==> src/ephb_pkg.sv <==
// shared constants and types for the external port host and multiprocessor block
package ephb_pkg;
  localparam int          NUM_PROCS         = 8;
  localparam int          ID_W              = 3;
  localparam int          ADDR_W            = 32;
  localparam int          DATA_W            = 32;
  localparam int          BYTE_ADDR_W       = 24;
  localparam int          BYTES_PER_WORD    = 4;
  // read strobe of the boot path is stretched by this many wait cycles
  localparam logic [4:0]  EPROM_WAIT_CYCLES = 5'h10;
  // unified map: space tag in the top bits, processor id below it
  localparam int          SPACE_MSB         = 31;
  localparam int          SPACE_LSB         = 26;
  localparam int          PID_MSB           = 25;
  localparam int          PID_LSB           = 23;
  localparam logic [5:0]  INT_SPACE_TAG     = 6'h00;
  localparam logic [5:0]  MP_SPACE_TAG      = 6'h01;
  // defaults for counts that a system may change
  localparam logic [15:0] FAIR_LIMIT_DEF    = 16'h0040;
  localparam logic [15:0] BOOT_WORDS_DEF    = 16'h0100;

  typedef enum logic [2:0] {
    SL_IDLE   = 3'b000,
    SL_ACCESS = 3'b001,
    SL_WAIT   = 3'b010,
    SL_RESP   = 3'b011,
    SL_GAP    = 3'b100
  } ephb_slave_e;

  typedef enum logic [2:0] {
    MS_STRAP   = 3'b000,
    MS_IDLE    = 3'b001,
    MS_REQ     = 3'b010,
    MS_XFER    = 3'b011,
    MS_STORE   = 3'b100,
    MS_BACKOFF = 3'b101,
    MS_ACK     = 3'b110
  } ephb_master_e;
endpackage

==> src/ephb_arb_if.sv <==
// arbitration signals between the external port and its bus arbiter
`timescale 1ns/1ps
`default_nettype none
interface ephb_arb_if;
  logic [7:0] req;        // request of every processor slot
  logic [2:0] myId;       // this device's slot
  logic       lockOwn;    // own lock request
  logic       lockPeer;   // lock line driven by the owning peer
  logic       hostHold;   // host holds the bus
  logic       grantMe;    // this device owns the bus
  logic [2:0] ownerId;
  logic       ownerValid;

  modport arb  (input req, myId, lockOwn, lockPeer, hostHold,
                output grantMe, ownerId, ownerValid);
  modport port (output req, myId, lockOwn, lockPeer, hostHold,
                input grantMe, ownerId, ownerValid);
endinterface
`default_nettype wire

==> src/ephb_arbiter.sv <==
// distributed rotating-priority bus arbiter with lock and fairness
`timescale 1ns/1ps
`default_nettype none
module ephb_arbiter #(
  parameter logic [15:0] FAIR_LIMIT = ephb_pkg::FAIR_LIMIT_DEF
) (
  // clock and reset
  input wire logic  clock,
  input wire logic  reset_n,
  // arbitration group
  ephb_arb_if.arb   a
);
  logic [2:0]  owner_q;
  logic        ownerValid_q;
  logic [15:0] holdCnt_q;
  logic        lockNow;
  logic        fairOut;
  logic        othersReq;
  logic [7:0]  ownerMask;

  // nearest requester after the last owner wins; the last owner comes last
  function automatic logic [2:0] pickNext(logic [7:0] r, logic [2:0] last);
    logic [2:0] idx;
    logic [2:0] pick;
    pick = last;
    for (int i = 8; i >= 1; i--) begin
      idx = last + 3'(i);
      if (r[idx]) pick = idx;
    end
    return pick;
  endfunction

  assign ownerMask = 8'h01 << owner_q;
  assign lockNow   = ownerValid_q && ((owner_q == a.myId) ? a.lockOwn : a.lockPeer);
  assign othersReq = |(a.req & ~ownerMask);
  assign fairOut   = holdCnt_q >= FAIR_LIMIT;

  // every device runs the same arbiter on the same lines, so all agree
  always_ff @(posedge clock) begin
    if (!reset_n) begin
      owner_q      <= 3'h0;
      ownerValid_q <= 1'b0;
    end else if (a.hostHold) begin
      ownerValid_q <= 1'b0;
    end else if (!ownerValid_q || (!lockNow && (!a.req[owner_q] || (fairOut && othersReq)))) begin
      ownerValid_q <= |a.req;
      owner_q      <= pickNext(fairOut ? (a.req & ~ownerMask) : a.req, owner_q);
    end
  end

  // tenure counter for fairness, restarts with each new owner
  always_ff @(posedge clock) begin
    if (!reset_n) begin
      holdCnt_q <= 16'h0000;
    end else if (!ownerValid_q || a.hostHold || (!lockNow && (!a.req[owner_q] || (fairOut && othersReq)))) begin
      holdCnt_q <= 16'h0000;
    end else if (!fairOut) begin
      holdCnt_q <= holdCnt_q + 16'h0001;
    end
  end

  assign a.grantMe    = ownerValid_q && (owner_q == a.myId) && !a.hostHold;
  assign a.ownerId    = owner_q;
  assign a.ownerValid = ownerValid_q;
endmodule
`default_nettype wire

==> src/ephb_external_port.sv <==
// external port: host slave, burst, back-off, arbitration hook-up and eprom boot
`timescale 1ns/1ps
`default_nettype none
// Functional notes
// - slave accesses by pipelined or slow protocol
// - idle, pipe depth and wait cycles programmable
// - burst steps address while burst hold stays
// - back-off aborts, grants host, releases bus
// - host reaches internal memory and registers
// - arbitration for eight processors plus host
// - bus ownership rotates among requesters
// - bus lock keeps ownership across RMW
// - fairness limits one owner's bus tenure
// - peers reach our memory via unified map
// - eprom boot loads program after reset
// - each boot read stretched sixteen wait cycles
// - boot select pin is eprom chip select
// - boot path packs bytes into words
// - eprom read and flash write via DMA
// - eprom space is 24-bit byte addressed
// - strap low at reset selects eprom boot
// - bus logic runs on the system clock
module ephb_external_port #(
  parameter logic [15:0] BOOT_WORDS = ephb_pkg::BOOT_WORDS_DEF,
  parameter logic [15:0] FAIR_LIMIT = ephb_pkg::FAIR_LIMIT_DEF
) (
  // clock and reset
  input  wire logic        clock,
  input  wire logic        reset_n,
  // static setup from same-clock logic
  input  wire logic        slowProtocol,
  input  wire logic [1:0]  idleCycles,
  input  wire logic [1:0]  pipeDepth,
  input  wire logic [3:0]  waitCycles,
  input  wire logic [2:0]  procId,
  input  wire logic        lockRequest,
  // shared bus pins
  input  wire logic [31:0] busAddrIn,
  output logic      [31:0] busAddrOut,
  output logic             busAddrOe_n,
  input  wire logic [31:0] busDataIn,
  output logic      [31:0] busDataOut,
  output logic             busDataOe_n,
  input  wire logic        hostRead,
  input  wire logic        hostWrite,
  input  wire logic        burstHold,
  input  wire logic        backOffRequest,
  input  wire logic        hostBusRequest,
  output logic             hostBusGrant,
  output logic             slaveAck,
  input  wire logic [7:0]  peerBusRequest,
  output logic             busRequestOut,
  input  wire logic        peerBusLock,
  output logic             busLockOut,
  // eprom pins
  input  wire logic        bootStrap,
  output logic             bootSelectChipSelect_n,
  output logic             epromRead_n,
  output logic             epromWrite_n,
  // internal memory and register port
  output logic             intReq,
  output logic             intWrite,
  output logic      [31:0] intAddr,
  output logic      [31:0] intWdata,
  input  wire logic [31:0] intRdata,
  input  wire logic        intAck,
  // dma channel zero eprom and flash requests
  input  wire logic        dmaReq,
  input  wire logic        dmaWrite,
  input  wire logic [23:0] dmaByteAddr,
  input  wire logic [7:0]  dmaWdata,
  output logic      [7:0]  dmaRdata,
  output logic             dmaAck,
  output logic             bootDone
);
  localparam int PIN_W = 32 + 32 + 6 + 8 + 1;

  ephb_arb_if arb ();
  ephb_pkg::ephb_slave_e  sl_q;
  ephb_pkg::ephb_master_e ms_q;

  logic [PIN_W-1:0] pinMeta_q;
  logic [PIN_W-1:0] pinSync_q;
  logic [31:0] busAddrS, busDataS;
  logic        hostReadS, hostWriteS, burstHoldS, backOffS, hostBusReqS, peerLockS, strapS;
  logic [7:0]  peerReqS;
  logic [31:0] slAddr_q, slWdata_q, slRdata_q;
  logic        slWrite_q, burstActive_q, slaveAck_q, burstHit;
  logic [3:0]  slCnt_q, slDelay;
  logic        slaveUses, portBoot_q, bootMode_q, curWrite_q, dmaAck_q, bootDone_q;
  logic [23:0] byteAddr_q;
  logic [4:0]  waitCnt_q;
  logic [31:0] pack_q, busDataOut_q;
  logic [1:0]  byteIdx_q;
  logic [15:0] wordCnt_q;
  logic [7:0]  dmaRdata_q, flashData_q, ownBit;
  logic        dataDrive_q, hostBusGrant_q, ownReq;
  logic [5:0]  xferLen_q;

  // slave claims an address in its own internal space or its own mp window
  function automatic logic isMine(logic [31:0] addr, logic [2:0] id);
    return (addr[ephb_pkg::SPACE_MSB:ephb_pkg::SPACE_LSB] == ephb_pkg::INT_SPACE_TAG) ||
           ((addr[ephb_pkg::SPACE_MSB:ephb_pkg::SPACE_LSB] == ephb_pkg::MP_SPACE_TAG) &&
            (addr[ephb_pkg::PID_MSB:ephb_pkg::PID_LSB] == id));
  endfunction

  // two flops on every pin; all bus timing is taken from this one clock
  // no reset here, so the strap level has already passed both flops when reset lifts
  always_ff @(posedge clock) begin
    pinMeta_q <= {busAddrIn, busDataIn, hostRead, hostWrite, burstHold, backOffRequest,
                  hostBusRequest, peerBusLock, peerBusRequest, bootStrap};
    pinSync_q <= pinMeta_q;
  end
  assign {busAddrS, busDataS, hostReadS, hostWriteS, burstHoldS, backOffS,
          hostBusReqS, peerLockS, peerReqS, strapS} = pinSync_q;

  // arbiter hook-up: own request replaces our own slot of the request pins
  // a transfer in flight holds the bus like a lock, so fairness never cuts it
  assign ownBit       = 8'h01 << procId;
  assign ownReq       = (ms_q == ephb_pkg::MS_REQ) || (ms_q == ephb_pkg::MS_XFER);
  assign arb.req      = (peerReqS & ~ownBit) | (ownReq ? ownBit : 8'h00);
  assign arb.myId     = procId;
  assign arb.lockOwn  = lockRequest || (ms_q == ephb_pkg::MS_XFER);
  assign arb.lockPeer = peerLockS;
  assign arb.hostHold = hostBusGrant_q;

  ephb_arbiter #(.FAIR_LIMIT(FAIR_LIMIT)) u_arb (
    .clock   (clock),
    .reset_n (reset_n),
    .a       (arb)
  );

  // ---------------- slave side ----------------
  assign slDelay   = slowProtocol ? waitCycles : {2'h0, pipeDepth};
  assign burstHit  = burstActive_q && burstHoldS;
  assign slaveUses = (sl_q == ephb_pkg::SL_ACCESS) && !portBoot_q;

  // slave sequence: take, reach inside, wait, answer, idle gap
  always_ff @(posedge clock) begin
    if (!reset_n) begin
      sl_q          <= ephb_pkg::SL_IDLE;
      slAddr_q      <= 32'h0000_0000;
      slWrite_q     <= 1'b0;
      slWdata_q     <= 32'h0000_0000;
      slRdata_q     <= 32'h0000_0000;
      slCnt_q       <= 4'h0;
      burstActive_q <= 1'b0;
    end else begin
      case (sl_q)
        ephb_pkg::SL_IDLE: begin
          if (!burstHoldS) burstActive_q <= 1'b0;
          if ((hostReadS || hostWriteS) && (burstHit || isMine(busAddrS, procId))) begin
            slAddr_q  <= burstHit ? slAddr_q + 32'h0000_0001 : busAddrS;
            slWrite_q <= hostWriteS;
            slWdata_q <= busDataS;
            sl_q      <= ephb_pkg::SL_ACCESS;
          end
        end
        ephb_pkg::SL_ACCESS: begin
          if (slaveUses && intAck) begin
            slRdata_q <= intRdata;
            slCnt_q   <= 4'h0;
            sl_q      <= ephb_pkg::SL_WAIT;
          end
        end
        ephb_pkg::SL_WAIT: begin
          if (slCnt_q == slDelay) sl_q <= ephb_pkg::SL_RESP;
          else slCnt_q <= slCnt_q + 4'h1;
        end
        ephb_pkg::SL_RESP: begin
          burstActive_q <= burstHoldS;
          slCnt_q       <= 4'h0;
          sl_q          <= (idleCycles == 2'h0) ? ephb_pkg::SL_IDLE : ephb_pkg::SL_GAP;
        end
        ephb_pkg::SL_GAP: begin
          if (slCnt_q == {2'h0, idleCycles} - 4'h1) sl_q <= ephb_pkg::SL_IDLE;
          else slCnt_q <= slCnt_q + 4'h1;
        end
        default: sl_q <= ephb_pkg::SL_IDLE;
      endcase
    end
  end

  // answer strobe marks the cycle the read data stands on the bus
  always_ff @(posedge clock) begin
    if (!reset_n) slaveAck_q <= 1'b0;
    else slaveAck_q <= (sl_q == ephb_pkg::SL_WAIT) && (slCnt_q == slDelay);
  end

  // ---------------- master side: boot and dma channel zero ----------------
  always_ff @(posedge clock) begin
    if (!reset_n) begin
      ms_q       <= ephb_pkg::MS_STRAP;
      bootMode_q <= 1'b0;
      curWrite_q <= 1'b0;
      byteAddr_q <= 24'h00_0000;
      waitCnt_q  <= 5'h00;
      pack_q     <= 32'h0000_0000;
      byteIdx_q  <= 2'h0;
      wordCnt_q  <= 16'h0000;
      dmaRdata_q <= 8'h00;
      bootDone_q <= 1'b0;
    end else begin
      case (ms_q)
        ephb_pkg::MS_STRAP: begin
          // strap caught by a clocked step after release, once synchronised
          if (!strapS) begin
            bootMode_q <= 1'b1;
            ms_q       <= ephb_pkg::MS_REQ;
          end else begin
            bootDone_q <= 1'b1;
            ms_q       <= ephb_pkg::MS_IDLE;
          end
        end
        ephb_pkg::MS_IDLE: begin
          if (dmaReq) begin
            byteAddr_q <= dmaByteAddr;
            curWrite_q <= dmaWrite;
            ms_q       <= ephb_pkg::MS_REQ;
          end
        end
        ephb_pkg::MS_REQ: begin
          waitCnt_q <= 5'h00;
          if (backOffS) ms_q <= ephb_pkg::MS_BACKOFF;
          else if (arb.grantMe && !hostBusGrant_q) ms_q <= ephb_pkg::MS_XFER;
        end
        ephb_pkg::MS_XFER: begin
          if (backOffS) begin
            ms_q <= ephb_pkg::MS_BACKOFF;
          end else if (waitCnt_q != ephb_pkg::EPROM_WAIT_CYCLES) begin
            waitCnt_q <= waitCnt_q + 5'h01;
          end else if (bootMode_q) begin
            pack_q     <= {busDataS[7:0], pack_q[31:8]};
            byteIdx_q  <= byteIdx_q + 2'h1;
            byteAddr_q <= byteAddr_q + 24'h00_0001;
            ms_q       <= (byteIdx_q == 2'h3) ? ephb_pkg::MS_STORE : ephb_pkg::MS_REQ;
          end else begin
            dmaRdata_q <= busDataS[7:0];
            ms_q       <= ephb_pkg::MS_ACK;
          end
        end
        ephb_pkg::MS_STORE: begin
          if (portBoot_q && intAck) begin
            wordCnt_q <= wordCnt_q + 16'h0001;
            if (wordCnt_q + 16'h0001 == BOOT_WORDS) begin
              bootMode_q <= 1'b0;
              bootDone_q <= 1'b1;
              ms_q       <= ephb_pkg::MS_IDLE;
            end else begin
              ms_q <= ephb_pkg::MS_REQ;
            end
          end
        end
        ephb_pkg::MS_BACKOFF: begin
          // address and byte index untouched, so the same access is retried
          if (!backOffS) ms_q <= ephb_pkg::MS_REQ;
        end
        ephb_pkg::MS_ACK: ms_q <= ephb_pkg::MS_IDLE;
        default: ms_q <= ephb_pkg::MS_IDLE;
      endcase
    end
  end

  // internal port owner: slave wins when both want it in the same cycle
  always_ff @(posedge clock) begin
    if (!reset_n) portBoot_q <= 1'b0;
    else if (portBoot_q && intAck) portBoot_q <= 1'b0;
    else if ((ms_q == ephb_pkg::MS_STORE) && !slaveUses) portBoot_q <= 1'b1;
  end

  // host grant: on back-off at once, on request only when no own transfer runs
  always_ff @(posedge clock) begin
    if (!reset_n) hostBusGrant_q <= 1'b0;
    else hostBusGrant_q <= backOffS ||
                           (hostBusReqS && (ms_q != ephb_pkg::MS_XFER) && !arb.grantMe);
  end

  // data lanes: slave read answer, or flash write byte for exactly the strobe cycles
  always_ff @(posedge clock) begin
    if (!reset_n) begin
      busDataOut_q <= 32'h0000_0000;
      dataDrive_q  <= 1'b0;
    end else if ((sl_q == ephb_pkg::SL_WAIT) && (slCnt_q == slDelay) && !slWrite_q) begin
      busDataOut_q <= slRdata_q;
      dataDrive_q  <= 1'b1;
    end else if ((ms_q == ephb_pkg::MS_REQ) && curWrite_q && !bootMode_q) begin
      busDataOut_q <= {24'h00_0000, flashData_q};
      dataDrive_q  <= !backOffS && arb.grantMe && !hostBusGrant_q;
    end else begin
      dataDrive_q  <= (ms_q == ephb_pkg::MS_XFER) && curWrite_q && !bootMode_q && !backOffS &&
                      (waitCnt_q != ephb_pkg::EPROM_WAIT_CYCLES);
    end
  end

  // flash write byte and dma answer
  always_ff @(posedge clock) begin
    if (!reset_n) begin
      flashData_q <= 8'h00;
      dmaAck_q    <= 1'b0;
    end else begin
      if ((ms_q == ephb_pkg::MS_IDLE) && dmaReq) flashData_q <= dmaWdata;
      dmaAck_q <= (ms_q == ephb_pkg::MS_XFER) && !bootMode_q && !backOffS &&
                  (waitCnt_q == ephb_pkg::EPROM_WAIT_CYCLES);
    end
  end

  // pin drive: the bus is released whenever back-off is seen
  assign busAddrOut             = {8'h00, byteAddr_q};
  assign busAddrOe_n            = !(ms_q == ephb_pkg::MS_XFER);
  assign busDataOut             = busDataOut_q;
  assign busDataOe_n            = !dataDrive_q;
  assign bootSelectChipSelect_n = !(ms_q == ephb_pkg::MS_XFER);
  assign epromRead_n            = !((ms_q == ephb_pkg::MS_XFER) && (bootMode_q || !curWrite_q));
  assign epromWrite_n           = !((ms_q == ephb_pkg::MS_XFER) && !bootMode_q && curWrite_q);
  assign hostBusGrant           = hostBusGrant_q;
  assign slaveAck               = slaveAck_q;
  assign busRequestOut          = ownReq;
  assign busLockOut             = lockRequest && arb.grantMe;
  assign intReq                 = slaveUses || portBoot_q;
  assign intWrite               = portBoot_q ? 1'b1 : slWrite_q;
  assign intAddr                = portBoot_q ? {16'h0000, wordCnt_q} : slAddr_q;
  assign intWdata               = portBoot_q ? pack_q : slWdata_q;
  assign dmaRdata               = dmaRdata_q;
  assign dmaAck                 = dmaAck_q;
  assign bootDone               = bootDone_q;

  // helper: length of each chip-select pulse
  always_ff @(posedge clock) begin
    if (!reset_n) xferLen_q <= 6'h00;
    else if (!bootSelectChipSelect_n) xferLen_q <= xferLen_q + 6'h01;
    else xferLen_q <= 6'h00;
  end
endmodule
`default_nettype wire

==> config.mk <==
export PLATFORM = sky130hd
export DESIGN_NAME = ephb_external_port
export DESIGN_NICKNAME = d
export VERILOG_FILES = /design/src/ephb_pkg.sv /design/src/ephb_arb_if.sv /design/src/ephb_arbiter.sv /design/src/ephb_external_port.sv
export SDC_FILE = /design/constraint.sdc
export NUM_CORES = 1
export LEC_CHECK = 0
export BUFFER_PORTS_ARGS = -buffer_cell sky130_fd_sc_hd__buf_2
export CORE_ASPECT_RATIO = 1.1
export CORE_MARGIN = 5
export CORE_UTILIZATION = 45
export CTS_CLUSTER_DIAMETER = 40
export DETAILED_ROUTE_END_ITERATION = 8
export GPL_TIMING_DRIVEN = 0
export PLACE_DENSITY_LB_ADDON = 0.3
export SYNTH_ARGS = -nofsm -noshare
export SYNTH_HDL_FRONTEND = slang
export SYNTH_SLANG_ARGS = --single-unit
==> constraint.sdc <==
create_clock -name clock -period 3.4 [get_ports clock]
set_input_delay 0.17 -clock clock [delete_from_list [all_inputs] [get_ports clock]]
set_output_delay 0.17 -clock clock [all_outputs]
set_load 0.005 [all_outputs]
### Word level (Yosys, flattened, before mapping)

Cells that the tools add are included.

| storage, ports and cells | value |
|---|---|
| register bits | 421 |
| input port bits | 161 |
| output and inout bits | 149 |
| logic and storage cells | 268 |

| cells by class | value |
|---|---|
| $add $sub $neg | 15 |
| magnitude comparators | 9 |
| equality and inequality tests | 38 |
| shifts and indexed selects | 2 |
| mux-type cells | 75 |
| bitwise logic cells | 10 |
| reduce and logical (&&, ||, !) cells | 90 |

Operator list:

| operator | number |
|---|---|
| 2-to-1 mux 32 bit | 5 |
| 2-to-1 mux 24 bit | 4 |
| 2-to-1 mux 3 bit | 21 |
| case mux 24 bit (2 select lines) | 1 |
| adder 16 x 1 -> 16 bit (second input constant) | 2 |
| adder 32 x 1 -> 32 bit (second input constant) | 1 |
| logical AND 1 bit | 32 |
| less-than comparator 3 x 4 -> 1 bit (second input constant) | 8 |
| inequality test 2 bit (second input constant) | 14 |
| adder 24 x 1 -> 24 bit (second input constant) | 1 |
| binary-select mux 1 bit (select 3 bit) | 8 |
| AND reduction 4 bit | 6 |
| 2-to-1 mux 1 bit | 19 |
| case mux 3 bit (6 select lines) | 1 |
| AND 8 bit | 2 |
| equality test 16 x 9 -> 1 bit (second input constant) | 1 |
| greater-or-equal comparator 16 x 7 -> 1 bit (second input constant) | 1 |
| 2-to-1 mux 4 bit | 4 |
| 2-to-1 mux 8 bit | 2 |
| inverter 8 bit | 2 |
| case mux 4 bit (4 select lines) | 1 |
| OR reduction 8 bit | 2 |
| << shifter 1 x 3 -> 8 bit (first input constant) | 2 |
| zero test 1 bit | 15 |
| other kinds (37) | 84 |

### Longest topological paths before layout

Gate-level depths: netlist of run 1.

| depth | value |
|---|---|
| word-level depth | 15 |
| mapped depth | 12 |
| mapped depth without buffers | 11 |

### Hierarchy

From an unflattened synthesis of run 1, not the netlist that was laid out.

| unflattened totals | value |
|---|---|
| cells, all modules | 1933 |
| area, all modules | 17117.7 sq um |

Modules (own cells, without submodules):

| module | instances | cells each | area each (sq um) | sequential area each (sq um) |
|---|---|---|---|---|
| ephb_external_port | 1 | 1683 | 15085.7 | 8027.7 |
| ephb_arbiter | 1 | 250 | 2031.9 | 400.4 |

### Least setup slack after synthesis of run 1

No wires, ideal clock.

| path | value |
|---|---|
| path type | flip-flop to flip-flop |
| from | register u_arb.owner_q[0], in the netlist u_arb.a.ownerId[0] |
| to | register u_arb.owner_q[1], in the netlist u_arb.a.ownerId[1] |
| library setup time | 138 ps |
| arrival | 2936 ps |
| data required time | 3262 ps |
| path slack | 327 ps |
| cell stages (with the launch flop) | 11 |
| buffers on the path | 2 |
| period minus slack after synthesis | 3073 ps |
| cell sequence | dfxtp_1 -> inv_1 -> clkbuf_1 -> ha_1 -> buf_1 -> mux4_2 -> o211ai_2 -> nor4_2 -> or3_1 -> a22oi_1 -> a31oi_1 |

| between the ends | value |
|---|---|
| word-level cells in the longest chain between the ends | 12 |
| elaborated cells on any way between the ends | 46 |
| classes of those cells | 7 x add/sub; 1 x eq/ne; 1 x shift; 25 x mux; 2 x bitwise; 10 x reduce/logical |

Ends and longest elaborated chain:

| item | line | source |
|---|---|---|
| start: declaration | ephb_arbiter.sv:13 | `logic [2:0] owner_q;` |
| start signal: assignment | ephb_arbiter.sv:47 | `owner_q <= pickNext(fairOut ? (a.req & ~ownerMask) : a.req, owner_q);` |
| parallel branches: the longest is 12 deep, another holds adder 3 bit | n/a |  |

Parallel ways; which one is timed is not known. The select of a mux whose other input is x is not followed.
A chain may end at the register's enable or synchronous reset.

### Worst setup path after layout of run 1

| path | value |
|---|---|
| from | register u_arb.owner_q[0], in the netlist u_arb.a.ownerId[0] |
| to | register u_arb.owner_q[0], in the netlist u_arb.a.ownerId[0] |

Same word-level chain as after synthesis.

==> results of run 1 <==
-- stage by stage --
stage,setup TNS (ps),std cells
final,0,2935
after global routing,0,2935
after CTS,0,2932
after detailed placement,-2900,2690
after global placement,-2750,2690
after floorplan,0,1892
-- synthesized netlist by cell type, drive strengths merged (6+ instances only) --
library cell	n	area [µm²]
dfxtp	421	8430
o211a	11	110
nor3b	8	81.3
a21boi	146	1100
nand2	333	1250
nand4	14	87.6
o221a	20	225
a31oi	18	113
nand3b	8	60.1
and3	16	100
nor3	32	165
a31o	6	52.6
o22ai	11	68.8
nor2b	47	294
ha	19	238
nor4	11	87.6
a21oi	79	395
xor2	11	96.3
mux4	11	252
mux2i	38	384
o21ai	65	329
nand3	68	340
a211oi	8	60.1
xnor2	26	228
a22oi	16	120
and2	49	309
a41oi	10	87.6
nand2b	10	62.6
buf	22	146
clkbuf	105	394
inv	27	101
nor2	108	405
o31ai	6	45.0
mux2	49	556
or3	10	62.6
-- final timing paths --
path	startpoint	endpoint	slack, ps
worst max register to register	u_arb.a.ownerId[0]	u_arb.a.ownerId[0]	110
worst min register to register	pinMeta_q[60]	pinSync_q[60]	320
worst min-delay path	dmaByteAddr[10]	byteAddr_q[10]	40
worst max-delay path	u_arb.a.ownerId[0]	u_arb.a.ownerId[0]	110
-- tightest hold or removal path: stages --
cell and delay (ps):
buf_2 90, a22oi_1 70, nor2_1 90, o221a_2 180
-- cells by family after synthesis --
logic type / share of synthesized area
and+or+nand+nor: 0.197
AOI/OAI and AO/OA: 0.174
DFF: 0.489
buffers and inverters: 0.0372
muxes: 0.0691
xor gates and xnor gates: 0.0188
adders and majority gates: 0.0138
other: 0.000218
-- final cells by class --
cell class	instances	area, µm²
multi-input combinational	1317	8210
clock inverter	41	453
tap	500	626
sequential	421	8430
timing repair buffer	436	2870
clock buffer	65	1480
inverter	27	101
antenna	2	5.00
fill	3254	15300
buffer	126	544
-- layout by cell type, fill, tap and decap left out, drive strengths merged, types with 7 or more instances in the layout --
master       count
o22ai           11
a41oi           10
and3            16
nor4            11
mux2            49
o211a           11
and2            49
inv             40
nor2b           47
clkbuf         173
xnor2           26
o221a           20
nor3b            8
clkinv          16
nor2           108
mux4            11
nand4           14
nand2          333
nand3           68
nand3b           8
or3             10
o21ai           65
dlygate4sd3    137
clkinvlp         7
a21boi         146
a211oi           8
a31oi           18
a21oi           79
nand2b          10
mux2i           38
buf            317
xor2            11
dfxtp          421
conb             8
ha              19
a22oi           16
nor3            32
-- report_power, final --
part	switching, mW	internal, mW	total [mW]
sequential	0.202	5.17	5.37
combinational	1.36	1.00	2.36
clock	2.33	3.57	5.90
-- sequential cells by signal (all words and copies together), names as in the netlist, 2 cells and up --
| signal | count |
|---|---|
| dmaRdata | 8 |
| pinMeta_q | 79 |
| waitCnt_q | 5 |
| pinSync_q | 79 |
| ms_q | 3 |
| busDataOut | 32 |
| flashData_q | 8 |
| slWdata_q | 32 |
| byteAddr_q | 24 |
| sl_q | 3 |
| pack_q | 32 |
| slAddr_q | 32 |
| byteIdx_q | 2 |
| u_arb.a.ownerId | 3 |
| slCnt_q | 4 |
| wordCnt_q | 16 |
| slRdata_q | 32 |
| u_arb.holdCnt_q | 16 |
-- what timing repair did --
item | CTS | global route
endpoints found under the hold margin | 139 | 0
resized for setup | 4 | 8
hold buffers | 137 | 0
endpoints found under the setup margin | 30 | 66
-- per-layer routing --
layer / GRT usage / wire [µm]
met3: 0.0412 / 3520
met2: 0.430 / 26800
met5: 0 / 0
met1: 0.296 / 21500
met4: 0.113 / 2200
==> reports/qor.txt, run 1 <==
Status: complete, no violations
CP required: 3900 ps
Total Power: 13.6 mW
Dpl hpwl: 38.3 mm
Final GP Congestion: 0.913
Standard-cell rows: 75
Seq cells post-synth: 421
Hold Path Class: primary input to register
Final instance area: 0.0227 mm²
Post-synth cell types: 76
WL per Instance: 18.4 µm
Relative slew slack: 0.240
Avg Cell Area, Syn: 9.14 µm²
Clock Tree Root: clkbuf_16
Delay-heaviest family, CP: multiplexers
Post-CTS setup buffers: 0
I/O Pins: 310
Syn Inst Count: 1885
Worst path max stage delay: 530 ps
H-Tree Depth: 2
Worst hold stages: 4
CP Max Fanout: 12
Worst path slowest cell: mux4_2
P&R area growth vs syn: 31.8%
CP Buf/Inv Count: 2
Final Max Slew Viols: 0
Final Setup Violations: 0
Clock skew: 26.8 ps
Via count: 15600
Final WS setup: 111 ps
Hold WS: 39.4 ps
Total Routed Length: 54.0 mm
Maximum vdd drop: 0.000465 V
Initial drt markers: 1125
Die Area: 0.0423 mm²
Reg2Reg Depth: 11
Die width: 197 µm
Leakage: 9.37 nW
Prevailing post-synth register cell: dfxtp_1
WP data arrival: 3790 ps
RSZ-0062 raised after global routing: false
All-Layer GR Usage: 0.246
Largest net degree at the start of global routing: 16
CTS tree: done
Die Ht: 215 µm
Vias in the first global route: 15500
Register area share after synthesis: 0.489
Dpl ws: -309 ps
Final Cycle Share: 0.967
WS Path Type: register to register
First-pass GRT wire length: 83.8 mm
Crit end category: register
GR Overflow Total: 0
CTS max path bufs: 3
Startpoint Class: register
Core Util, Final: 0.597
Clock tree sinks: 421
# port buffers: 298
Max-cap violations: 0
Slew @ Worst Pin: 1140 ps
Clk Latency, worst-skew pair: 610 ps
Total power divided by cell area: 600 mW/mm²
Drt drc: 0
Initial antenna violation count: 2
Core area: 0.0380 mm²
Clk slew on worst S/H paths: 50 ps
WP depth: 11
Fmax: 304 MHz
Drt pass-1 iters: 6
Cells along the critical path: inv_1 > clkbuf_2 > ha_2 > nor2b_1 > a21o_1 > mux4_2 > mux2_4 > and2_4 > a311oi_4 > o21ai_2 > mux2i_1
Total CTS buffers: 56
# nets final: 2565
Number of routed nets with antenna violations: 0
Fin. Hold Viols: 0
Via-per-instance ratio: 5.33
EDFF count, synth: 0
Layout cells sized above 1: 0.215
Ys async rst share: 0
Post-Syn Area: 0.0172 mm²
DP Area: 0.0194 mm²
Min cycle time layout: 3290 ps
Initial Util: 0.453
Yosys warning total: 0
No activity file was read; power rests on OpenSTA's default activity.
==> run 2: changes to the inputs <==
RECOVER_POWER = 50   (was default)
clock period = 3.5 ns   (was 3.4 ns; I/O delays follow)
==> run 2 against run 1 <==
Against the previous run:
- non-clock buffer count decreased by 3
- combinational power decreased by 3%
- sequential share of layout area increased by 0.16 points
- utilization decreased by 0.25 points
- first-iteration DRC count decreased by 0.18%
- hold slack improved by 7.1 ps
- cell count about the same
- die area unchanged
- design area decreased by 0.42%
- total power decreased by 2.8%
- sequential power decreased by 3%
- critical path type unchanged
- highest routed layer unchanged
==> reports/qor.txt, run 2 (synthesis results as in run 1) <==
Initial drt markers: 1123 (was 1125)
Number of routed nets with antenna violations: 0 (unchanged)
Initial antenna violation count: 2 (unchanged)
Dpl hpwl: 38.3 mm (unchanged)
Clock Tree Root: clkbuf_16 (unchanged)
Top Layer Used: met4 (unchanged)
Final GP Congestion: 0.913 (unchanged)
Reg-to-Reg End: u_arb.a.ownerId[1] (was u_arb.a.ownerId[0])
Total Power: 13.2 mW (was 13.6 mW)
DR WL met2: 26.9 mm (was 26.8 mm)
Total CTS buffers: 56 (unchanged)
Fmax: 296 MHz (was 304 MHz)
Final Max Slew Viols: 0 (unchanged)
Origin of the worst setup path: u_arb.a.ownerId[0] (unchanged)
Clk slew on worst S/H paths: 60 ps (was 50 ps)
Commonest non-fill, non-tap cell in the layout: dfxtp_1 (unchanged)
WS Path Type: register to register (unchanged)
Dpl ws: -209 ps (was -309 ps)
Via-per-instance ratio: 5.34 (was 5.33)
CTS tree: done (unchanged)
CP Max Fanout: 12 (unchanged)
Clk Latency, worst-skew pair: 610 ps (about the same)
Slew @ Worst Pin: 1150 ps (was 1140 ps)
Initial Util: 0.453 (unchanged)
WP data arrival: 3900 ps (was 3790 ps)
Hold Crit Start: dmaByteAddr[18] (was dmaByteAddr[10])
WL per Instance: 18.5 µm (was 18.4 µm)
Reg2Reg Depth: 11 (unchanged)
All-Layer GR Usage: 0.246 (about the same)
Clock skew: 28.4 ps (was 26.8 ps)
Final Setup Violations: 0 (unchanged)
Max-cap violations: 0 (unchanged)
Worst hold stages: 4 (unchanged)
Largest net degree at the start of global routing: 16 (unchanged)
Layout cells sized above 1: 0.193 (was 0.215)
CP required: 4020 ps (was 3900 ps)
# nets final: 2562 (was 2565)
Sw Ratio: 0.287 (was 0.285)
Total power divided by cell area: 585 mW/mm² (was 600 mW/mm²)
Clock tree sinks: 421 (unchanged)
Final Cycle Share: 0.966 (was 0.967)
Hold Path Class: primary input to register (unchanged)
P_int: 9.44 mW (was 9.74 mW)
CTS max path bufs: 3 (unchanged)
Startpoint Class: register (unchanged)
Clock network power share: 0.434 (was 0.433)
Met1 WL: 21.7 mm (was 21.5 mm)
GR Overflow Total: 0 (unchanged)
Reg-to-reg slack, setup: 120 ps (was 110 ps)
DR WL met3: 3.38 mm (was 3.52 mm)
Net switching power: 3.79 mW (was 3.89 mW)
Min cycle time layout: 3380 ps (was 3290 ps)
Die Area: 0.0423 mm² (unchanged)
P&R area growth vs syn: 31.2% (was 31.8%)
Leakage: 9.15 nW (was 9.37 nW)
Post-CTS setup buffers: 0 (unchanged)
I/O Pins: 310 (unchanged)
# port buffers: 298 (unchanged)
Maximum vdd drop: 0.000452 V (was 0.000465 V)
Area of the multi-input gates: 0.00820 mm² (was 0.00821 mm²)
Relative slew slack: 0.237 (was 0.240)
Core area: 0.0380 mm² (unchanged)
Most frequent cells in the layout: dfxtp_1 (420), nand2_1 (333), buf_2 (251) (was dfxtp_1 (420), nand2_1 (333), buf_2 (299))
Via count: 15700 (was 15600)
H-Tree Depth: 2 (unchanged)
Largest registers: pinMeta_q: 79 flops, pinSync_q: 79 flops (unchanged)
Part of the power in combinational logic: 0.172 (was 0.173)
Total Routed Length: 54.1 mm (was 54.0 mm)
Worst R2R Start: u_arb.a.ownerId[0] (unchanged)
Worst Hold End: byteAddr_q[18] (was byteAddr_q[10])
Standard-cell rows: 75 (unchanged)
Die Ht: 215 µm (unchanged)
Vias in the first global route: 15500 (about the same)
Fin. Hold Viols: 0 (unchanged)
Fillcell total: 3287 (was 3254)
Seq pwr share: 0.394 (about the same)
Final WS setup: 118 ps (was 111 ps)
First-pass GRT wire length: 83.7 mm (was 83.8 mm)
Status: complete, no violations (unchanged)
RSZ-0062 raised after global routing: false (unchanged)
Die width: 197 µm (unchanged)
Drt drc: 0 (unchanged)
Drt pass-1 iters: 5 (was 6)
Register area: 0.00843 mm² (unchanged)
Crit end category: register (unchanged)
## run 2: cell count changes in the layout (fill, tap and decap cells not counted), sizes merged
cell / previous run / this run
dlygate4sd3: 137 / 134
clkbuf: 173 / 219
buf: 317 / 271
diode: 2 / 3
## run 2: repair_timing
| item | CTS | global route |
|---|---|---|
| resized for setup | 2 | 5 |
| hold buffers | 134 | 0 |
| hold endpoints to repair | 136 | 0 |
| endpoints found under the setup margin | 21 | 57 |
## run 2: how the worst max path moves through the flow
| stage | slack, ps | end | cells after the start |
|---|---|---|---|
| after floorplan | 430 | u_arb.a.ownerId[1] | 10 |
| after global placement | -270 | u_arb.a.ownerId[1] | 10 |
| after detailed placement | -210 | u_arb.a.ownerId[1] | 10 |
| after CTS | 60 | u_arb.a.ownerId[1] | 9 |
| after global routing | 8 | busAddrOe_n | 8 |
| final | 120 | u_arb.a.ownerId[1] | 11 |
## run 2: worst max-delay path, cell delays in order, from the launching register on
cell      delay, ps
dfxtp_2         410
inv_1           170
clkbuf_2        270
ha_1            320
nor2b_1         180
a21o_1          210
mux4_2          530
mux2_4          300
and2_4          180
a311oi_4        370
o211ai_1        150
a31oi_1         210
## run 2: cell type report
type                            instances  area share
Sequential cell                       421       0.373
Multi-Input combinational cell       1317       0.363
Timing Repair Buffer                  433       0.123
Clock buffer                           65      0.0652
Tap cell                              500      0.0277
Buffer                                126      0.0240
Clock inverter                         41      0.0200
Inverter                               27     0.00448
Antenna cell                            3    0.000332
## run 2: metrics by stage
step	instances	utilization	TNS, ps	instance area (µm²)	hold slack [ps]
after CTS	2929	0.596	0	22600	0.187
after global placement	2690	0.510	-734	19400	277
after floorplan	1892	-	0	17300	203
after detailed placement	2690	0.510	-694	19400	279
after global routing	2932	0.595	0	22600	58.3
final	2933	0.595	0	22600	46.5
## run 2: layer usage
| metal | vias up | global-route usage |
|---|---|---|
| li1 | 7556 | - |
| met1 | 7344 | 0.295 |
| met2 | 610 | 0.429 |
| met3 | 142 | 0.0412 |
| met4 | 0 | 0.113 |
| met5 | - | 0 |
## run 2: power groups by stage
stage,Combinational (mW),Clock [mW],Sequential (mW)
CTS,2.24,5.85,5.21
global placement,2.11,0,5.31
detailed placement,2.12,0,5.31
global route,2.45,6.06,5.24
floorplan,1.46,0,5.26
finish,2.28,5.74,5.22
